## src/hdl/tcd_map.vh

```
// Purpose: Register map, field positions and reset values of the token controller diag block
// Assumes: APB with 32-bit data, one aligned word per register
// Notes:   Definitions only
`ifndef TCD_MAP_VH
`define TCD_MAP_VH

// ==========================================================
// Register byte offsets
`define TCD_OFF_DIAG_CTRL   8'h00
`define TCD_OFF_FRAME_STAT  8'h04
`define TCD_OFF_MODE_STAT   8'h08
`define TCD_OFF_IRQ_STAT    8'h0C
`define TCD_OFF_IRQ_MASK    8'h10
`define TCD_OFF_BUF_CFG     8'h14

// ==========================================================
// diag_control fields
`define TCD_DC_GO           0
`define TCD_DC_RAM          1
`define TCD_DC_LOOP         2
`define TCD_DC_DMA          3
`define TCD_DC_ADDR_DRIVE_ENABLE         4
`define TCD_DC_DIAGEN       7
`define TCD_DC_WMASK        8'h9F
`define TCD_DC_RESET        8'h00

// ==========================================================
// frame_status fields
`define TCD_FS_LAST         7
`define TCD_FS_ACKP         6
`define TCD_FS_LEN8         5
`define TCD_FS_ZERO         4

// ==========================================================
// mode status, interrupt and buffer fields
`define TCD_MS_ISOL         0
`define TCD_MS_DIAG         1
`define TCD_IRQ_MODE        0
`define TCD_IRQ_DDONE       1
`define TCD_IRQ_W           2
`define TCD_BUF_RESET       4'h0
`define TCD_BUF_LEN_RESET   11'h040
`define TCD_BUF_UNIT_SHIFT  6
`define TCD_LEN_EIGHT       16'h0008

`endif

```

## src/hdl/tcd_diag_seq.v

```verilog
// Purpose: Runs the selected diagnostic tests one after another
// Assumes: Test engines answer each request with a one-cycle done pulse
// Notes:   Order is RAM, loop, DMA; selection is frozen at start
`timescale 1ns/1ps

module tcd_diag_seq (
  input  wire       pclk,
  input  wire       presetn,
  input  wire       start,
  input  wire [2:0] sel,
  input  wire [2:0] test_done,
  output reg  [2:0] test_req_q,
  output reg        busy_q,
  output reg        done_q
);

  localparam [2:0] S_IDLE = 3'b001;
  localparam [2:0] S_RUN  = 3'b010;
  localparam [2:0] S_DONE = 3'b100;

  reg [2:0] state_q;
  reg [2:0] pend_q;

  // ==========================================================
  // Lowest pending test wins
  function [2:0] lowest;
    input [2:0] v;
    begin
      lowest = v & (~v + 3'h1);
    end
  endfunction

  always @(posedge pclk or negedge presetn) begin
    if (!presetn) begin
      state_q    <= S_IDLE;
      pend_q     <= 3'h0;
      test_req_q <= 3'h0;
      busy_q     <= 1'b0;
      done_q     <= 1'b0;
    end else begin
      done_q <= 1'b0;
      case (state_q)
        S_IDLE: begin
          if (start) begin
            pend_q  <= sel;
            busy_q  <= 1'b1;
            state_q <= S_RUN;
          end
        end
        S_RUN: begin
          if (test_req_q == 3'h0) begin
            if (pend_q == 3'h0) begin
              state_q <= S_DONE;
            end else begin
              test_req_q <= lowest(pend_q);
            end
          end else if ((test_done & test_req_q) != 3'h0) begin
            pend_q     <= pend_q & ~test_req_q;
            test_req_q <= 3'h0;
          end
        end
        S_DONE: begin
          done_q  <= 1'b1;
          busy_q  <= 1'b0;
          state_q <= S_IDLE;
        end
        default: begin
          state_q <= S_IDLE;
        end
      endcase
    end
  end

endmodule // tcd_diag_seq

```

## src/hdl/tcd_top.v

```verilog
// Purpose: Diagnostic mode control, address drive and frame status of a token controller
// Assumes: Frame engine signals share pclk; dma_ack_n arrives from a pin
// Notes:   APB slave answers with pready one cycle after setup
//
// Chosen here: the APB register port and the register offsets.
`timescale 1ns/1ps
`include "tcd_map.vh"

module tcd_top #(
  parameter ADDR_W = 16
) (
  input  wire              pclk,
  input  wire              presetn,
  input  wire              psel,
  input  wire              penable,
  input  wire              pwrite,
  input  wire [7:0]        paddr,
  input  wire [31:0]       pwdata,
  output reg  [31:0]       prdata,
  output reg               pready,
  output reg               pslverr,
  output reg               irq_q,
  input  wire              dma_ack_n,
  input  wire [ADDR_W-1:0] dma_addr,
  output reg  [ADDR_W-1:0] addr_q,
  output reg  [ADDR_W-1:0] addr_oe,
  input  wire              tx_active,
  input  wire              tx_frame_start,
  input  wire [15:0]       tx_frame_len,
  input  wire              last_frame_set,
  input  wire              rx_ack_req,
  input  wire              ack_tx_done,
  input  wire [2:0]        test_done,
  output wire [2:0]        test_req_q,
  output reg               isolate_q,
  output reg  [10:0]       buf_len_bytes_q
);

  localparam [2:0] M_OFF  = 3'b001;
  localparam [2:0] M_DIAG = 3'b010;
  localparam [2:0] M_ISOL = 3'b100;

  reg  [7:0]          diag_control_q;
  reg  [7:0]          diag_control_d;
  reg  [2:0]          mode_q;
  reg                 diag_state_q;
  reg                 launched_q;
  reg  [`TCD_IRQ_W-1:0] irq_stat_q;
  reg  [`TCD_IRQ_W-1:0] irq_mask_q;
  reg  [3:0]          buf_code_q;
  reg                 last_q;
  reg                 ackp_q;
  reg                 len8_q;
  reg  [2:0]          ack_sync_q;
  reg                 ack_n_q;
  reg  [31:0]         rdata_d;
  reg                 rerr_d;
  wire                seq_busy;
  wire                seq_done;
  wire                diag_active;
  wire                seq_start;
  wire                wr_fire;
  wire                mode_event;
  wire [7:0]          frame_status;
  wire                wr_ctrl;
  wire                wr_irq_stat;
  wire                wr_irq_mask;
  wire                wr_buf_cfg;
  wire [`TCD_IRQ_W-1:0] irq_clr;
  wire [`TCD_IRQ_W-1:0] irq_set;
  wire [10:0]         buf_len_d;

  // ==========================================================
  // Register decode
  function [7:0] reg_hit;
    input [7:0] a;
    begin
      reg_hit = {2'b00,
                 a == `TCD_OFF_BUF_CFG,
                 a == `TCD_OFF_IRQ_MASK,
                 a == `TCD_OFF_IRQ_STAT,
                 a == `TCD_OFF_MODE_STAT,
                 a == `TCD_OFF_FRAME_STAT,
                 a == `TCD_OFF_DIAG_CTRL};
    end
  endfunction

  // Writes land only in the access cycle that pready completes
  assign wr_fire     = psel & penable & pwrite & pready;
  assign wr_ctrl     = wr_fire & (reg_hit(paddr) == 8'h01);
  assign wr_irq_stat = wr_fire & (reg_hit(paddr) == 8'h08);
  assign wr_irq_mask = wr_fire & (reg_hit(paddr) == 8'h10);
  assign wr_buf_cfg  = wr_fire & (reg_hit(paddr) == 8'h20);

  // ==========================================================
  // APB slave, one wait-free access phase after setup
  always @* begin
    rdata_d = 32'h0000_0000;
    rerr_d  = 1'b0;
    case (reg_hit(paddr))
      8'h01:   rdata_d[7:0] = diag_control_q;
      8'h02:   rdata_d[7:0] = frame_status;
      8'h04:   rdata_d[1:0] = {diag_state_q, isolate_q};
      8'h08:   rdata_d[`TCD_IRQ_W-1:0] = irq_stat_q;
      8'h10:   rdata_d[`TCD_IRQ_W-1:0] = irq_mask_q;
      8'h20:   rdata_d[3:0] = buf_code_q;
      // Unmapped offsets read as zero and flag an error
      default: rerr_d = 1'b1;
    endcase
  end

  always @(posedge pclk or negedge presetn) begin
    if (!presetn) begin
      prdata  <= 32'h0000_0000;
      pready  <= 1'b0;
      pslverr <= 1'b0;
    end else if (psel && !penable) begin
      prdata  <= pwrite ? 32'h0000_0000 : rdata_d;
      pslverr <= rerr_d;
      pready  <= 1'b1;
    end else begin
      pready  <= 1'b0;
      pslverr <= 1'b0;
    end
  end

  // ==========================================================
  // Control register; hardware clear of go loses to a host set
  always @* begin
    diag_control_d = diag_control_q;
    if (seq_done) begin
      diag_control_d[`TCD_DC_GO] = 1'b0;
    end
    if (wr_ctrl) begin
      diag_control_d = (pwdata[7:0] & `TCD_DC_WMASK) |
                       (diag_control_d & {7'h00, pwdata[`TCD_DC_GO]});
    end
  end

  always @(posedge pclk or negedge presetn) begin
    if (!presetn) begin
      diag_control_q <= `TCD_DC_RESET;
    end else begin
      diag_control_q <= diag_control_d;
    end
  end

  // ==========================================================
  // Mode tracking
  assign diag_active = diag_control_q[`TCD_DC_DIAGEN] & diag_state_q;
  // Leave diag mode only with the sequencer idle and no launch pending
  assign mode_event  = mode_q[1] & ~diag_control_q[`TCD_DC_DIAGEN] &
                       ~seq_busy & ~seq_start;

  // Confirming flag sets one cycle after the enable and clears only on mode_event

  always @(posedge pclk or negedge presetn) begin
    if (!presetn) begin
      mode_q       <= M_OFF;
      diag_state_q <= 1'b0;
      isolate_q    <= 1'b0;
    end else begin
      case (mode_q)
        M_OFF, M_ISOL: begin
          if (diag_control_q[`TCD_DC_DIAGEN]) begin
            mode_q       <= M_DIAG;
            diag_state_q <= 1'b1;
            isolate_q    <= 1'b0;
          end
        end
        M_DIAG: begin
          if (mode_event) begin
            mode_q       <= M_ISOL;
            diag_state_q <= 1'b0;
            isolate_q    <= 1'b1;
          end
        end
        default: begin
          mode_q <= M_OFF;
        end
      endcase
    end
  end

  // ==========================================================
  // Test launch; one run per setting of go
  // A go bit still set after done must not relaunch the same run
  assign seq_start = diag_active & diag_control_q[`TCD_DC_GO] &
                     ~launched_q & ~seq_busy;

  always @(posedge pclk or negedge presetn) begin
    if (!presetn) begin
      launched_q <= 1'b0;
    end else if (seq_start) begin
      launched_q <= 1'b1;
    end else if (!diag_control_q[`TCD_DC_GO]) begin
      launched_q <= 1'b0;
    end
  end

  tcd_diag_seq u_seq (
    .pclk       (pclk),
    .presetn    (presetn),
    .start      (seq_start),
    .sel        ({diag_control_q[`TCD_DC_DMA],
                  diag_control_q[`TCD_DC_LOOP],
                  diag_control_q[`TCD_DC_RAM]}),
    .test_done  (test_done),
    .test_req_q (test_req_q),
    .busy_q     (seq_busy),
    .done_q     (seq_done)
  );

  // ==========================================================
  // Interrupts, write one to clear; new events win over clear
  assign irq_clr = wr_irq_stat ? pwdata[`TCD_IRQ_W-1:0] : {`TCD_IRQ_W{1'b0}};
  assign irq_set = {seq_done, mode_event};

  always @(posedge pclk or negedge presetn) begin
    if (!presetn) begin
      irq_stat_q <= {`TCD_IRQ_W{1'b0}};
      irq_mask_q <= {`TCD_IRQ_W{1'b0}};
      irq_q      <= 1'b0;
    end else begin
      irq_stat_q <= (irq_stat_q & ~irq_clr) | irq_set;
      if (wr_irq_mask) begin
        irq_mask_q <= pwdata[`TCD_IRQ_W-1:0];
      end
      irq_q <= |(irq_stat_q & irq_mask_q);
    end
  end

  // ==========================================================
  // Address drive; acknowledge pin filtered by three stages
  always @(posedge pclk or negedge presetn) begin
    if (!presetn) begin
      ack_sync_q <= 3'b111;
      ack_n_q    <= 1'b1;
      addr_q     <= {ADDR_W{1'b0}};
      addr_oe    <= {ADDR_W{1'b0}};
    end else begin
      ack_sync_q <= {ack_sync_q[1:0], dma_ack_n};
      // Filtered level moves only when two stages agree; short glitches vanish
      if (ack_sync_q[1] == ack_sync_q[2]) begin
        ack_n_q <= ack_sync_q[2];
      end
      addr_q  <= dma_addr;
      addr_oe <= {ADDR_W{diag_control_q[`TCD_DC_ADDR_DRIVE_ENABLE] | ~ack_n_q}};
    end
  end

  // ==========================================================
  // Frame status flags; sets win over clears
  assign frame_status = {last_q, ackp_q, len8_q, 1'b0, buf_code_q};
  // Code 0 to 15 maps to 1 to 16 units of 64 bytes
  assign buf_len_d    = ({7'h00, buf_code_q} + 11'h001) << `TCD_BUF_UNIT_SHIFT;

  always @(posedge pclk or negedge presetn) begin
    if (!presetn) begin
      last_q          <= 1'b0;
      ackp_q          <= 1'b0;
      len8_q          <= 1'b0;
      buf_code_q      <= `TCD_BUF_RESET;
      buf_len_bytes_q <= `TCD_BUF_LEN_RESET;
    end else begin
      if (last_frame_set) begin
        last_q <= 1'b1;
      end else if (tx_frame_start) begin
        last_q <= 1'b0;
      end
      if (rx_ack_req) begin
        ackp_q <= 1'b1;
      end else if (ack_tx_done) begin
        ackp_q <= 1'b0;
      end
      // Kept until the next frame start so software can still read it
      if (tx_active && tx_frame_len == `TCD_LEN_EIGHT) begin
        len8_q <= 1'b1;
      end else if (tx_frame_start) begin
        len8_q <= 1'b0;
      end
      if (wr_buf_cfg) begin
        buf_code_q <= pwdata[3:0];
      end
      buf_len_bytes_q <= buf_len_d;
    end
  end

endmodule // tcd_top

```

## config.mk

```make
export PLATFORM = sky130hd
export DESIGN_NAME = tcd_top
export DESIGN_NICKNAME = d
export VERILOG_FILES = /design/src/hdl/tcd_diag_seq.v /design/src/hdl/tcd_top.v
export VERILOG_INCLUDE_DIRS = /design/src /design/src/hdl
export SDC_FILE = /design/constraint.sdc
export NUM_CORES = 1
export LEC_CHECK = 0
export BUFFER_PORTS_ARGS = -buffer_cell sky130_fd_sc_hd__buf_2
export CAP_MARGIN = 40
export CELL_PAD_IN_SITES_DETAIL_PLACEMENT = 0
export CELL_PAD_IN_SITES_GLOBAL_PLACEMENT = 1
export CORE_UTILIZATION = 30
export CTS_CLUSTER_SIZE = 14
export DETAILED_ROUTE_END_ITERATION = 10
export GPL_TIMING_DRIVEN = 0
export PLACE_DENSITY_LB_ADDON = 0.08
export SLEW_MARGIN = 20
export SYNTH_ARGS = -nofsm -noshare
export SYNTH_HDL_FRONTEND = slang
export SYNTH_SLANG_ARGS = --single-unit
```

## constraint.sdc

```tcl
create_clock -name pclk -period 2 [get_ports pclk]
set_clock_uncertainty 0.2 [all_clocks]
set_input_delay 0.4 -clock pclk [delete_from_list [all_inputs] [get_ports pclk]]
set_output_delay 0.4 -clock pclk [all_outputs]
set_load 0.03 [all_outputs]
```

==> flow_summary.ini <==
[logic_synthesis]
synth_top_cell_area_share_pct = 51.2
ys.flop_type = dfrtp_1
synthMuxAreaShare_pct = 5.56
synth_xor_area_share_pct = 0.840
synth_area_sq_um = 3130
yosysWarnings = 0
ys_top_cells_by_area = dfrtp_1 (51%), buf_4 (11%), dfstp_2 (5.9%)
avgSynthCellArea_sq_um = 11.5
synth_compound_area_share_pct = 9.08
ys_ff_latch = 71
synth_top_area_cell = dfrtp_1
ys_async_sr_fraction_pct = 100
synthCells = 272
seq_area_frac_synth_pct = 57.1
synth_edf_count = 0
synth_cell_types = 44
synthAdderAreaFrac_pct = 0.720
synth_top_family_by_area = simple AND/OR/NAND/NOR gates
yosys.area_share.simple_pct = 14.0

[sta]
final.period_utilization_pct = 95.3
period_minus_slack_ps = 1910
max_slew.worst_pin.slew_ps = 627
rsz0062_at_grt = no
max-slew-margin-rel_pct = 57.8
fmax_ghz = 0.525
hold_viol = 0
fin_hold_ws_ps = 35.9
tns_ps = 0
slew_violations = 0
finalSetupViolations = 0

[power_and_ir_drop]
powerDensity_nw_per_um2 = 742
leakagePower_uw = 0.00228
combPwrFrac_pct = 15.1
swShare_pct = 27.1
switchingPower_uw = 888
p_clk_share_pct = 39.3
irDropWorstVdd_uv = 341
cellInternalPower_uw = 2390
seqPwrFrac_pct = 45.7

[die]
rows = 36
core_sq_um = 9950
initial_utilization_pct = 31.4
ios = 168
die_height_um = 104
die_area_sq_um = 10800
die_x_um = 104

[route]
wire_per_inst_um = 12.1
drc_errors = 0
drt-initial-drc-count = 108
routed_via_density = 4.27
drtPass1Iterations = 4
drt-total-wl_um = 7000
vias = 2475
detail-route-antenna-nets = 0

[layout]
final_cell_mix = buf_2 (110), dfrtp_1 (63), buf_4 (47), conb_1 (30), nand2_1 (24)
nFillCells = 981
instances_no_fill = 580
fin_util_pct = 44.3
nNetsFinal = 529
fin_area_sq_um = 4410
area_growth_pct = 41.1
num_antenna_cells = 0
final_common_cell = buf_2
drive_above_1_share_pct = 44.7

[global_routing]
grt_pass1_wl_um = 11400
track_usage_pct = 13.4
grt_overflow = 0
grt_pass1_vias = 2253
antenna_found_initial = 0
grt_max_degree = 42

[placed_design]
placed_cells = 545
hpwlAfterDp_um = 5260
portBuffers = 109
placedInstanceArea_sq_um = 3980
place_congestion = 0.734

[clock_network]
htreeDepth = 3
numCtsBuffers = 9
worstSkewPairLatency_ps = 340
clock-sinks = 71
path_clk_slew_ps = 80
tritoncts = built
cts_root_buf = clkbuf_8
clock_path_buffers = 2

[setup_path]
critPathLaunchType = input port
cp.arrival_ps = 1930
max_stage_delay_ps = 580
cp-end-kind = flop
slowest_stage = or4_4
path_max_fanout = 7
required_ps = 2030
worstPathCellList = buf_2 > or4_4 > nor4_4 > buf_4 > mux2_2
crit_type = in -> reg

[status]
status = finished clean

[min_path]
min_path_type = in -> reg

[flow_run]
maxCapViolCount = 0
[synthesized netlist by cell type, drive strengths merged (2+ instances only)]
library cell / n
a21o: 5
a21oi: 5
a221o: 3
a22o: 4
a22oi: 3
a32o: 2
and3: 2
buf: 46
clkbuf: 6
dfrtp: 64
dfstp: 7
inv: 7
mux2: 11
mux2i: 5
nand2: 24
nand2b: 4
nand3: 7
nand4: 4
nor2: 13
nor3: 5
nor3b: 3
nor4: 6
nor4b: 4
o21ai: 13
o221ai: 2
xor2: 2
[power by group through the flow]
stage | Sequential, uW | Combinational (uW) | Clock (uW)
final | 1500 | 494 | 1290
after global routing | 1500 | 528 | 1390
after CTS | 1500 | 497 | 1330
after detailed placement | 1520 | 470 | 0
after global placement | 1520 | 463 | 0
after floorplan | 1560 | 268 | 0
[final cells by class]
| cell class | instances | area, sq um | area share (%) |
|---|---|---|---|
| clock buffers | 9 | 124 | 2.81 |
| plain buffers | 52 | 365 | 8.28 |
| flip-flops and latches | 71 | 1790 | 40.5 |
| inverters | 7 | 26.3 | 0.595 |
| well taps | 133 | 166 | 3.77 |
| repair buffers | 130 | 761 | 17.2 |
| clock inverters | 7 | 103 | 2.32 |
| multi-input cells | 171 | 1080 | 24.5 |
[repair_timing]
item                       CTS  global route
hold buffers                18             0
gates resized for setup      1             2
pin swaps                    0             1
hold endpoints to repair    45             0
setup endpoints to repair    3            22
setup buffers                0             1
[per-stage QoR]
step	power [uW]	setup slack, ps
after global placement	1990	-391
after floorplan	1830	0.500
after CTS	3330	5.96
after detailed placement	1990	-365
final	3280	93.9
after global routing	3420	2.36
[kinds of logic after synthesis]
| family | count (synthesis) |
|---|---|
| AO/OA/AOI/OAI | 41 |
| XOR/XNOR | 3 |
| adder cells (fa/ha/maj) | 2 |
| buffers and inverters | 59 |
| flip-flops | 71 |
| multiplexers | 16 |
| other | 1 |
| AND/OR/NAND/NOR | 79 |
[state kept, by name, indices dropped and copies added (netlist names), 4 cells and up]
name / count
addr_q: 16
prdata: 8
diag_control_q: 6
buf_len_bytes_q: 5
buf_code_q: 4
[worst max-delay path, delay by kind of cell]
family        cells  cell delay [ps]
simple gates      2              840
buf+inv           2              350
mux               1              340
[worst paths after layout]
kind	from	end	slack, ps	depth (start not counted)
setup / recovery	paddr[1]	diag_control_q[7]$_DFFE_PN0P_	90	5
hold / removal	rx_ack_req	ackp_q$_DFFE_PN0P_	40	2
setup reg to reg	u_seq.state_q[0]$_DFFE_PN1P_	u_seq.pend_q[2]$_DFFE_PN0P_	150	5
hold reg to reg	ack_sync_q[0]$_DFF_PN1_	ack_sync_q[1]$_DFF_PN1_	170	0
max in group asynchronous	presetn	ack_n_q$_DFFE_PN1N_	660	3
min in group asynchronous	presetn	launched_q$_DFFE_PN0P_	330	2
[per-layer routing]
layer  routed length, um  vias to the layer above  global-route usage [%]  share of wire (%)
met5                   0                        -                       0                  0
met4                 102                        0                    6.73                1.5
met3                 530                       10                    4.07                7.6
met2                3210                      101                    20.7                 46
met1                3160                     1147                    17.1                 45
li1                    -                     1217                       -                  -
Note: power is estimated with default switching activity, not from simulation.
